**src/scrg_pkg.sv**
```systemverilog
// shared constants for the switch clock and reset generator
package scrg_pkg;
    // number of serial lanes with their own recovered clock
    localparam int unsigned LANES      = 4;
    // width of the power-up option pin group
    localparam int unsigned OPT_W      = 8;
    // width of the two-wire bus clock divisor
    localparam int unsigned DIV_W      = 16;
    // divisor after reset, 782: 100 kHz from a 156.25 MHz reference
    localparam logic [DIV_W-1:0] I2C_DIV_RST = 16'h030e;
    // smallest divisor that still gives a low and a high phase
    localparam logic [DIV_W-1:0] I2C_DIV_MIN = 16'h0002;
    // register-bus domain runs at the reference divided by this plus one
    localparam logic [0:0] REG_DIV_LAST = 1'h1;
    // synchroniser depth after the two metastability flops
    localparam int unsigned REL_STAGES = 2;
endpackage : scrg_pkg

```
**src/scrg_rst_if.sv**
```systemverilog
// reset release and option sample bundle between synchroniser and top
`timescale 1ns/100ps
interface scrg_rst_if;
    import scrg_pkg::*;
    logic             in_reset;
    logic [OPT_W-1:0] options;
    logic             opt_valid;
    logic             opt_mismatch;

    modport sync (output in_reset, output options, output opt_valid,
                  output opt_mismatch);
    modport user (input in_reset, input options, input opt_valid,
                  input opt_mismatch);
endinterface : scrg_rst_if

```
**src/scrg_rst_sync.sv**
```systemverilog
// hard reset synchroniser and power-up option double sampler
`timescale 1ns/100ps
module scrg_rst_sync
    import scrg_pkg::*;
(
    // clock and power-on reset
    input  wire logic             mclk_i,
    input  wire logic             rst_i,
    // board pins
    input  wire logic             hard_reset_n_i,
    input  wire logic [OPT_W-1:0] option_pins_i,
    // bundle towards the top
    scrg_rst_if.sync              rel
);
    logic [1:0]            hr_meta_q;
    logic [REL_STAGES-1:0] hr_pipe_q;
    logic [OPT_W-1:0]      opt_m0_q;
    logic [OPT_W-1:0]      opt_m1_q;
    logic [OPT_W-1:0]      opt_first_q;
    logic                  rel_d1_q;
    logic                  released;

    always_ff @(posedge mclk_i) begin
        if (rst_i) begin
            hr_meta_q <= 2'h0;
            hr_pipe_q <= '0;
        end else begin
            hr_meta_q <= {hr_meta_q[0], hard_reset_n_i};
            hr_pipe_q <= {hr_pipe_q[REL_STAGES-2:0], hr_meta_q[1]};
        end
    end

    // option pins pass only two flops, half the four-flop depth of the release path
    always_ff @(posedge mclk_i) begin
        if (rst_i) begin
            opt_m0_q <= '0;
            opt_m1_q <= '0;
        end else begin
            opt_m0_q <= option_pins_i;
            opt_m1_q <= opt_m0_q;
        end
    end

    assign released    = hr_pipe_q[REL_STAGES-1];
    assign rel.in_reset = ~released;

    always_ff @(posedge mclk_i) begin
        if (rst_i || !released) begin
            rel_d1_q         <= 1'h0;
            opt_first_q      <= '0;
            rel.options      <= '0;
            rel.opt_valid    <= 1'h0;
            rel.opt_mismatch <= 1'h0;
        end else begin
            rel_d1_q <= 1'h1;
            if (!rel_d1_q) begin
                opt_first_q <= opt_m1_q;
            end
            if (rel_d1_q && !rel.opt_valid) begin
                rel.options      <= opt_m1_q;
                rel.opt_valid    <= 1'h1;
                rel.opt_mismatch <= (opt_m1_q != opt_first_q);
            end
        end
    end
endmodule : scrg_rst_sync

```
**src/scrg_top.sv**
```systemverilog
// clock-domain enables and reset release for the serial packet switch
//
// Notes on behaviour
// - register bus and its master/slave parts run at reference divided by two.
// - switch_fabric and multicast engine run at the reference rate undivided.
// - each received lane gets its own recovered clock domain at its baud rate.
// - transmit logic runs from reference; serializer clock derived; 3.125 Gbps max.
// - two-wire clock is halved reference divided by programmable value, 782 default.
// - two-wire controller mostly in register domain; only clock output divided.
// - hard reset release passes reference-clock synchronisers governing internal release.
// - non-power-cycle hard resets need no test-port reset; device tolerates that.
// - option pins sampled twice at release; stable at release, no setup.
`timescale 1ns/100ps
module scrg_top
    import scrg_pkg::*;
(
    // reference clock and power-on reset
    input  wire logic             mclk_i,
    input  wire logic             rst_i,
    // board reset and straps
    input  wire logic             hard_reset_n_i,
    input  wire logic [OPT_W-1:0] option_pins_i,
    // two-wire clock divisor from the controller
    input  wire logic [DIV_W-1:0] i2c_div_i,
    input  wire logic             i2c_div_load_i,
    // recovered lane clocks, sampled as levels
    input  wire logic [LANES-1:0] lane_clk_i,
    // domain enables
    output logic                  reg_en_o,
    output logic                  fab_en_o,
    output logic                  tx_en_o,
    output logic [LANES-1:0]      lane_en_o,
    // domain resets, active high
    output logic                  reg_rst_o,
    output logic                  fab_rst_o,
    output logic                  tx_rst_o,
    output logic [LANES-1:0]      lane_rst_o,
    // two-wire bus clock
    output logic                  i2c_sclk_o,
    output logic                  i2c_tick_o,
    // latched straps
    output logic [OPT_W-1:0]      options_o,
    output logic                  options_valid_o,
    output logic                  options_mismatch_o
);
    scrg_rst_if rel ();

    // divider and lane synchroniser state
    logic [0:0]       half_q;
    logic [DIV_W-1:0] div_q;
    logic [DIV_W-1:0] div_cnt_q;
    logic [DIV_W-1:0] div_half;
    logic [DIV_W-1:0] div_load;
    logic [DIV_W-1:0] div_last;
    logic [DIV_W-1:0] div_cnt_nx;
    logic [LANES-1:0] lane_m0_q;
    logic [LANES-1:0] lane_m1_q;
    logic [LANES-1:0] lane_prev_q;
    logic [LANES-1:0] lane_edge;

    // no test-port reset input is needed
    // a warm hard reset alone restarts every domain cleanly
    scrg_rst_sync u_sync (
        .mclk_i         (mclk_i),
        .rst_i          (rst_i),
        .hard_reset_n_i (hard_reset_n_i),
        .option_pins_i  (option_pins_i),
        .rel            (rel)
    );

    assign options_o          = rel.options;
    assign options_valid_o    = rel.opt_valid;
    assign options_mismatch_o = rel.opt_mismatch;

    // halved reference
    // the phase restarts at each release so reg_en_o has a fixed offset
    always_ff @(posedge mclk_i) begin
        if (rst_i || rel.in_reset) begin
            half_q   <= 1'h0;
            reg_en_o <= 1'h0;
        end else begin
            half_q   <= (half_q == REG_DIV_LAST) ? 1'h0 : half_q + 1'h1;
            reg_en_o <= (half_q == REG_DIV_LAST);
        end
    end

    always_ff @(posedge mclk_i) begin
        if (rst_i || rel.in_reset) begin
            fab_en_o <= 1'h0;
        end else begin
            fab_en_o <= 1'h1;
        end
    end

    // transmit logic runs every reference cycle; the serializer
    // clock comes from the analog side and is not built here
    always_ff @(posedge mclk_i) begin
        if (rst_i || rel.in_reset) begin
            tx_en_o <= 1'h0;
        end else begin
            tx_en_o <= 1'h1;
        end
    end

    // fabric leaves reset right after synced release
    // hard reset low holds every domain; only the divisor keeps its value
    always_ff @(posedge mclk_i) begin
        if (rst_i || rel.in_reset) begin
            fab_rst_o <= 1'h1;
        end else begin
            fab_rst_o <= 1'h0;
        end
    end

    // transmit side leaves reset in step with the fabric
    always_ff @(posedge mclk_i) begin
        if (rst_i || rel.in_reset) begin
            tx_rst_o <= 1'h1;
        end else begin
            tx_rst_o <= 1'h0;
        end
    end

    // register domain released on its own enable
    always_ff @(posedge mclk_i) begin
        if (rst_i || rel.in_reset) begin
            reg_rst_o <= 1'h1;
        end else if (reg_en_o) begin
            reg_rst_o <= 1'h0;
        end
    end

    // divisor is loaded on any reference cycle with the load strobe, not on reg_en_o; tiny values are clamped
    // so the output never sticks at one level
    always_comb begin
        div_load = i2c_div_i;
        if (i2c_div_i < I2C_DIV_MIN) begin
            div_load = I2C_DIV_MIN;
        end
    end

    always_ff @(posedge mclk_i) begin
        if (rst_i) begin
            div_q <= I2C_DIV_RST;
        end else if (i2c_div_load_i) begin
            div_q <= div_load;
        end
    end

    assign div_half   = div_q >> 1;
    assign div_last   = div_q - 16'h0001;
    assign div_cnt_nx = div_cnt_q + 16'h0001;

    // divide halved reference; only this runs on the divided rate
    // a new divisor acts at the next compare; a count past it wraps at once
    always_ff @(posedge mclk_i) begin
        if (rst_i || reg_rst_o) begin
            div_cnt_q  <= '0;
            i2c_sclk_o <= 1'h0;
            i2c_tick_o <= 1'h0;
        end else begin
            i2c_tick_o <= 1'h0;
            if (reg_en_o) begin
                if (div_cnt_q >= div_last) begin
                    div_cnt_q  <= '0;
                    i2c_sclk_o <= 1'h0;
                    i2c_tick_o <= 1'h1;
                end else begin
                    div_cnt_q  <= div_cnt_nx;
                    i2c_sclk_o <= (div_cnt_nx >= div_half);
                end
            end
        end
    end

    // per-lane recovered clock, two flops then edge detect
    // lane clocks must stay below half the reference to be seen as levels
    generate
        for (genvar g = 0; g < LANES; g++) begin : g_lane
            // third flop only holds the previous level for edge detection
            always_ff @(posedge mclk_i) begin
                if (rst_i) begin
                    lane_m0_q[g]   <= 1'h0;
                    lane_m1_q[g]   <= 1'h0;
                    lane_prev_q[g] <= 1'h0;
                end else begin
                    lane_m0_q[g]   <= lane_clk_i[g];
                    lane_m1_q[g]   <= lane_m0_q[g];
                    lane_prev_q[g] <= lane_m1_q[g];
                end
            end

            // prev starts low, the idle level of a lane, so no false edge
            assign lane_edge[g] = lane_m1_q[g] & ~lane_prev_q[g];

            always_ff @(posedge mclk_i) begin
                if (rst_i || rel.in_reset) begin
                    lane_en_o[g] <= 1'h0;
                end else begin
                    lane_en_o[g] <= lane_edge[g];
                end
            end

            // a lane leaves reset on its own first recovered edge
            // a lane that never toggles stays in reset on purpose
            always_ff @(posedge mclk_i) begin
                if (rst_i || rel.in_reset) begin
                    lane_rst_o[g] <= 1'h1;
                end else if (lane_edge[g]) begin
                    lane_rst_o[g] <= 1'h0;
                end
            end
        end
    endgenerate
endmodule : scrg_top
```
**config.mk**
```make
export PLATFORM = sky130hd
export DESIGN_NAME = scrg_top
export DESIGN_NICKNAME = d
export VERILOG_FILES = /design/src/scrg_pkg.sv /design/src/scrg_rst_if.sv /design/src/scrg_rst_sync.sv /design/src/scrg_top.sv
export SDC_FILE = /design/constraint.sdc
export NUM_CORES = 1
export LEC_CHECK = 0
export BUFFER_PORTS_ARGS = -buffer_cell sky130_fd_sc_hd__buf_2
export CAP_MARGIN = 25
export CORE_MARGIN = 2
export CORE_UTILIZATION = 52
export DETAILED_ROUTE_END_ITERATION = 8
export PLACE_DENSITY = 0.77
export SYNTH_ARGS = -nofsm -noshare
export SYNTH_HDL_FRONTEND = slang
export SYNTH_SLANG_ARGS = --single-unit
```
**constraint.sdc**
```tcl
create_clock -name mclk_i -period 3.25 [get_ports mclk_i]
set_input_delay 0.65 -clock mclk_i [delete_from_list [all_inputs] [get_ports mclk_i]]
set_output_delay 0.65 -clock mclk_i [all_outputs]
set_load 0.05 [all_outputs]
```
Word-level counts from Yosys, hierarchy flattened
Index checks and enable logic that the tools add are counted.
{"block": "word_totals", "out_inout_bits": 26, "regBits": 98, "elab_cells": 70, "inputBits": 32}
{"block": "op_classes", "add_sub_neg": 3, "order_cmp": 3, "n_eq_ne": 1, "bitwise_logic": 10, "n_reduce_logical": 8, "muxes": 7}
{"operator": "16-bit two-way mux", "n": 2}
{"operator": "16-bit by 1-bit adder with 16-bit output (second input constant)", "n": 1}
{"operator": "16-bit by 15-bit >= comparator with 1-bit output", "n": 1}
{"operator": "16-bit >= comparator", "n": 1}
{"operator": "16-bit by 2-bit < comparator with 1-bit output (second input constant)", "n": 1}
{"operator": "16-bit by 1-bit subtractor with 16-bit output (second input constant)", "n": 1}
{"operator": "8-bit inequality test", "n": 1}
{"operator": "1-bit NOT", "n": 6}
{"operator": "1-bit two-way mux", "n": 5}
{"operator": "1-bit bitwise AND", "n": 4}
{"operator": "2-bit OR reduction", "n": 2}
{"operator": "1-bit logical OR", "n": 3}
{"operator": "1-bit logical NOT", "n": 2}
{"operator": "1-bit adder (second input constant)", "n": 1}
{"operator": "1-bit logical AND", "n": 1}

Longest topological paths before layout
{"block": "logic_depth", "depth_word": 3, "mapped_depth": 13, "mapped_depth_nobuf": 12}

Modules after synthesis
Synthesis repeated with hierarchy kept, for this count alone.
{"block": "hier_totals", "hier_cells": 494, "area_unflattened_um2": 4575.6}
{"module": "scrg_top", "n_inst": 1, "cells_each": 368, "area_each_um2": 3278.1}
{"module": "scrg_rst_sync", "n_inst": 1, "cells_each": 126, "area_each_um2": 1297.5}

Worst setup path before layout
OpenSTA, ideal clock, no wires.
{"block": "synth_path", "path_kind": "register to register", "startpoint": "reg div_q[2]", "endpoint": "reg div_cnt_q[0]", "stages_incl_launch_ff": 13, "period_less_slack_ps": 3089, "slack_ps": 161, "setup_ps": 121, "arrival_ps": 2968, "required_ps": 3129, "cell_sequence": "dfxtp_1 > nor4_1 > nand2_1 > nor3_1 > nand3_1 > xnor2_1 > ha_1 > nand4_1 > a2111oi_2 > a211oi_4 > nor2b_4 > buf_6 > mux2_4"}
{"block": "synth_between", "elab_chain_cells": 3}
{"item": "start: declaration", "line_no": "scrg_top.sv:50", "text": "logic [DIV_W-1:0] div_q;"}
{"item": "start signal: assignment", "line_no": "scrg_top.sv:146", "text": "div_q <= div_load;"}
{"item": "16-bit by 1-bit subtractor with 16-bit output", "line_no": "scrg_top.sv:151", "text": "assign div_last = div_q - 16'h0001;"}
{"item": "16-bit >= comparator", "line_no": "scrg_top.sv:164", "text": "if (div_cnt_q >= div_last) begin"}
{"item": "16-bit two-way mux", "line_no": "scrg_top.sv:164"}
{"item": "end signal: assignment", "line_no": "scrg_top.sv:169", "text": "div_cnt_q <= div_cnt_nx;"}
{"item": "end: declaration", "line_no": "scrg_top.sv:51", "text": "logic [DIV_W-1:0] div_cnt_q;"}
Every way passes these cells.
A chain may end at the register's enable or synchronous reset.

Worst setup path after layout
Ends and elaborated chain as after synthesis.

==> results.sh <==
export IMPL_status="complete, no violations"
export IMPL_row_count=33
export IMPL_drive_above_1_share_pct=16.7
export IMPL_crit_type="reg2reg"
export IMPL_boundaryPins=58
export IMPL_die_w_um=96.6
export IMPL_clk_pin_slew_ps=100
export IMPL_dieArea_um2=9320
export IMPL_top_layer_used="met4"
export IMPL_yosysTopAreaCellShare_pct=43.6
export IMPL_maxSlewHeadroom_pct=40.6
export IMPL_wirelength_mm=8.91
export IMPL_clk_path_buf_depth=2
export IMPL_critPathArrivalTime_ps=3240
export IMPL_remaining_drc_errors=0
export IMPL_cts_root_buf="clkbuf_8"
export IMPL_cts_sinks=97
export IMPL_vias=3390
export IMPL_regArea_um2=1940
export IMPL_grt_usage_pct=20.7
export IMPL_synth_largest_area_cell="dfxtp_1"
export IMPL_max_stage_delay_ps=400
export IMPL_multi_input_area_um2=2350
export IMPL_synthTopCellsByArea="dfxtp_1 (44%), ha_1 (9.3%), nor2b_1 (4.8%)"
export IMPL_synth_edf_count=0
export IMPL_start_util_pct=54.0
export IMPL_cts_buffers=9
export IMPL_ys_ff_latch=97
export IMPL_post_route_period_util_pct=91.7
export IMPL_whs_endpoint="half_q"
export IMPL_die_h_um=96.6
export IMPL_grt_pass1_vias=3285
export IMPL_cts_tree="built"
export IMPL_async_reset_ff_share_pct=0
export IMPL_synthDistinctLibCells=50
export IMPL_portBuffers=57
export IMPL_critical_path_top_delay_family="simple AND/OR/NAND/NOR gates"
export IMPL_n_fill_cell=707
export IMPL_hold_path_startpoint="half_q"
export IMPL_worst_ep_required_time_ps=3510
export IMPL_grt_max_degree=27
export IMPL_ir_worst_vdd_mv=0.299
export IMPL_core_um2=8260
export IMPL_rsz0062_at_grt="no"
export IMPL_antenna_found_initial=0
export IMPL_p_leak_nw=2.19
export IMPL_m1WireLength_mm=4.39
export IMPL_final_nets=599
export IMPL_clock_skew_ps=11.7
export IMPL_insertedDiodeCount=0
export IMPL_cts_hold_buf=0
export IMPL_r2r_cells=13
export IMPL_max_freq_ghz=0.336
export IMPL_p_total_mw=2.15
export IMPL_crit_slowest_cell="a2111oi_4"
export IMPL_syn_area_per_cell_um2=9.30
export IMPL_viasPerCell=5.26
export IMPL_hold_class="reg2reg"
export IMPL_yosys_warnings=0
export IMPL_antenna_left=0
export IMPL_first_pass_iters=4
export IMPL_finalMaxSlewViolations=0
export IMPL_setup_viol=0
export IMPL_r2r_slack_ps=270
export IMPL_synth_main_ff_cell="dfxtp_1"
export IMPL_area_growth_pct=13.4
export IMPL_cts_htree_levels=3
export IMPL_syn_nets=544
export IMPL_syn_cell_area_um2=4460
export IMPL_worst_path_most_repeated_cell="buf_4"
export IMPL_worst_slew_pin_slew_ps=888
export IMPL_power_density_nw_per_um2=426
export IMPL_timing_rr_end="div_cnt_q[0]"
export IMPL_worst_path_max_fanout=8
export IMPL_hold_violations=0
export IMPL_fin_area_um2=5050
export IMPL_yosysMostFrequentCell="dfxtp_1"
export IMPL_synthTopCellsByCount="dfxtp_1 (97), nand2_1 (49), nor2_1 (45), nor2b_1 (34), ha_1 (33)"
export IMPL_min_period_ps=2980
export IMPL_holdPathStages=1
export IMPL_cp_start_kind="register"
export IMPL_path_depth=13
export IMPL_critical_path_cell_chain="nor4_1 -> buf_4 -> nand2_1 -> nor3_1 -> buf_4 -> nand3_1 -> xnor2_1 -> ha_1 -> nand4_1 -> a2111oi_4 -> a211oi_4 -> nor2b_4 -> mux2_4"
export IMPL_wl_met2_mm=4.07
export IMPL_overflow=0
export IMPL_cp_buffers_inverters=2
export IMPL_clock_latency_ps=370
export IMPL_place_area_um2=4840
export IMPL_timing_rr_start="div_q[2]"
export IMPL_drt_iter0_drc=178
export IMPL_place_congestion=0.885
export IMPL_hpwlAfterDp_mm=6.60
export IMPL_cap_violations=0
export IMPL_grt_pass1_wl_mm=14.9
export IMPL_ys_seq_area_share_pct=43.6
export IMPL_end_kind="register"
export IMPL_fin_setup_tns_ps=0
export IMPL_whs_ps=410
export IMPL_wl_met3_um=337
export IMPL_synthCells=479
export IMPL_avgRoutedWirePerCell_um=13.8
## per-stage QoR
step / cells / util (%) / setup slack, ps
2_1_floorplan: 479 / - / 161
3_3_place_gp: 627 / 58.6 / 233
3_5_place_dp: 627 / 58.6 / 211
4_1_cts: 643 / 60.9 / 193
5_1_grt: 644 / 61.2 / 69.1
6_report: 644 / 61.2 / 270
## worst register-to-register path, cell delays in order (launching register included)
cell and delay (ps):
dfxtp_1 320, nor4_1 280, buf_4 170, nand2_1 90, nor3_1 190, buf_4 150, nand3_1 80, xnor2_1 140
ha_1 310, nand4_1 170, a2111oi_4 400, a211oi_4 150, nor2b_4 180, mux2_4 260
## kinds of logic (layout without fill, tap and decap cells)
family / count (synthesis) / after routing / share of synthesized area [%]
compound gates: 65 / 65 / 10.2
xor+xnor: 34 / 34 / 6.68
fa+ha+maj: 33 / 33 / 9.27
buf+inv: 43 / 103 / 4.02
flops: 97 / 97 / 43.6
mux: 19 / 19 / 4.38
simple gates: 188 / 188 / 21.8
## how the worst max path moves through the flow
| stage | startpoint | end | slack (ps) |
|---|---|---|---|
| CTS | div_q[2] | div_cnt_q[0] | 190 |
| global route | div_q[2] | div_cnt_q[15] | 70 |
| finish | div_q[2] | div_cnt_q[0] | 270 |
| floorplan | div_q[2] | div_cnt_q[0] | 160 |
| global placement | div_q[2] | div_cnt_q[0] | 230 |
| detailed placement | div_q[2] | div_cnt_q[0] | 210 |
## power breakdown
| group | internal, mW | leakage [nW] | total, mW | switching (mW) |
|---|---|---|---|---|
| Clock | 0.301 | 0.101 | 0.768 | 0.467 |
| Combinational | 0.0688 | 1.29 | 0.147 | 0.0778 |
| Sequential | 1.22 | 0.791 | 1.24 | 0.0195 |
## cell type report
cell class,count,share of cell area [%]
Tap cell,105,2.60
Clock buffer,9,2.45
Sequential cell,97,38.4
Timing Repair Buffer,64,6.94
Multi-Input combinational cell,339,46.5
Clock inverter,7,1.39
Inverter,23,1.71
## placed cells by master, fill, tap and decap left out, types with 5 or more instances in the layout
| cell | count |
|---|---|
| xor2_1 | 14 |
| mux2i_1 | 18 |
| nor2b_1 | 34 |
| buf_2 | 57 |
| nand2_1 | 49 |
| clkbuf_8 | 9 |
| a21oi_1 | 21 |
| inv_1 | 23 |
| a22o_1 | 6 |
| o21ai_0 | 5 |
| ha_1 | 33 |
| buf_4 | 6 |
| nor4_1 | 10 |
| nand3_1 | 10 |
| xnor2_1 | 20 |
| dfxtp_1 | 97 |
| a31oi_1 | 8 |
| nor2_1 | 45 |
| nor3_1 | 5 |
## state kept, by name, summed over array words and instances, names as in the netlist
name                     cells
reg_en_o                     1
div_cnt_q                   16
div_q                       16
u_sync.opt_m1_q              8
u_sync.rel.options           8
half_q                       1
u_sync.opt_first_q           8
u_sync.hr_pipe_q             2
tx_rst_o                     1
reg_rst_o                    1
u_sync.rel.opt_mismatch      1
i2c_sclk_o                   1
u_sync.opt_m0_q              8
u_sync.hr_meta_q             2
lane_m1_q                    4
u_sync.rel.opt_valid         1
i2c_tick_o                   1
lane_rst_o                   4
lane_prev_q                  4
tx_en_o                      1
lane_en_o                    4
lane_m0_q                    4
## layer usage
layer,global-route usage [%],up-vias
met2,33.2,60
met3,3.65,8
met4,8.45,0
met1,27.7,1567
li1,-,1755
met5,0,-
## timing repair
action	CTS	global route
setup endpoints to repair	0	2
setup buffers	0	1
resized for setup	0	1
Note: power is estimated with default switching activity, not from simulation.
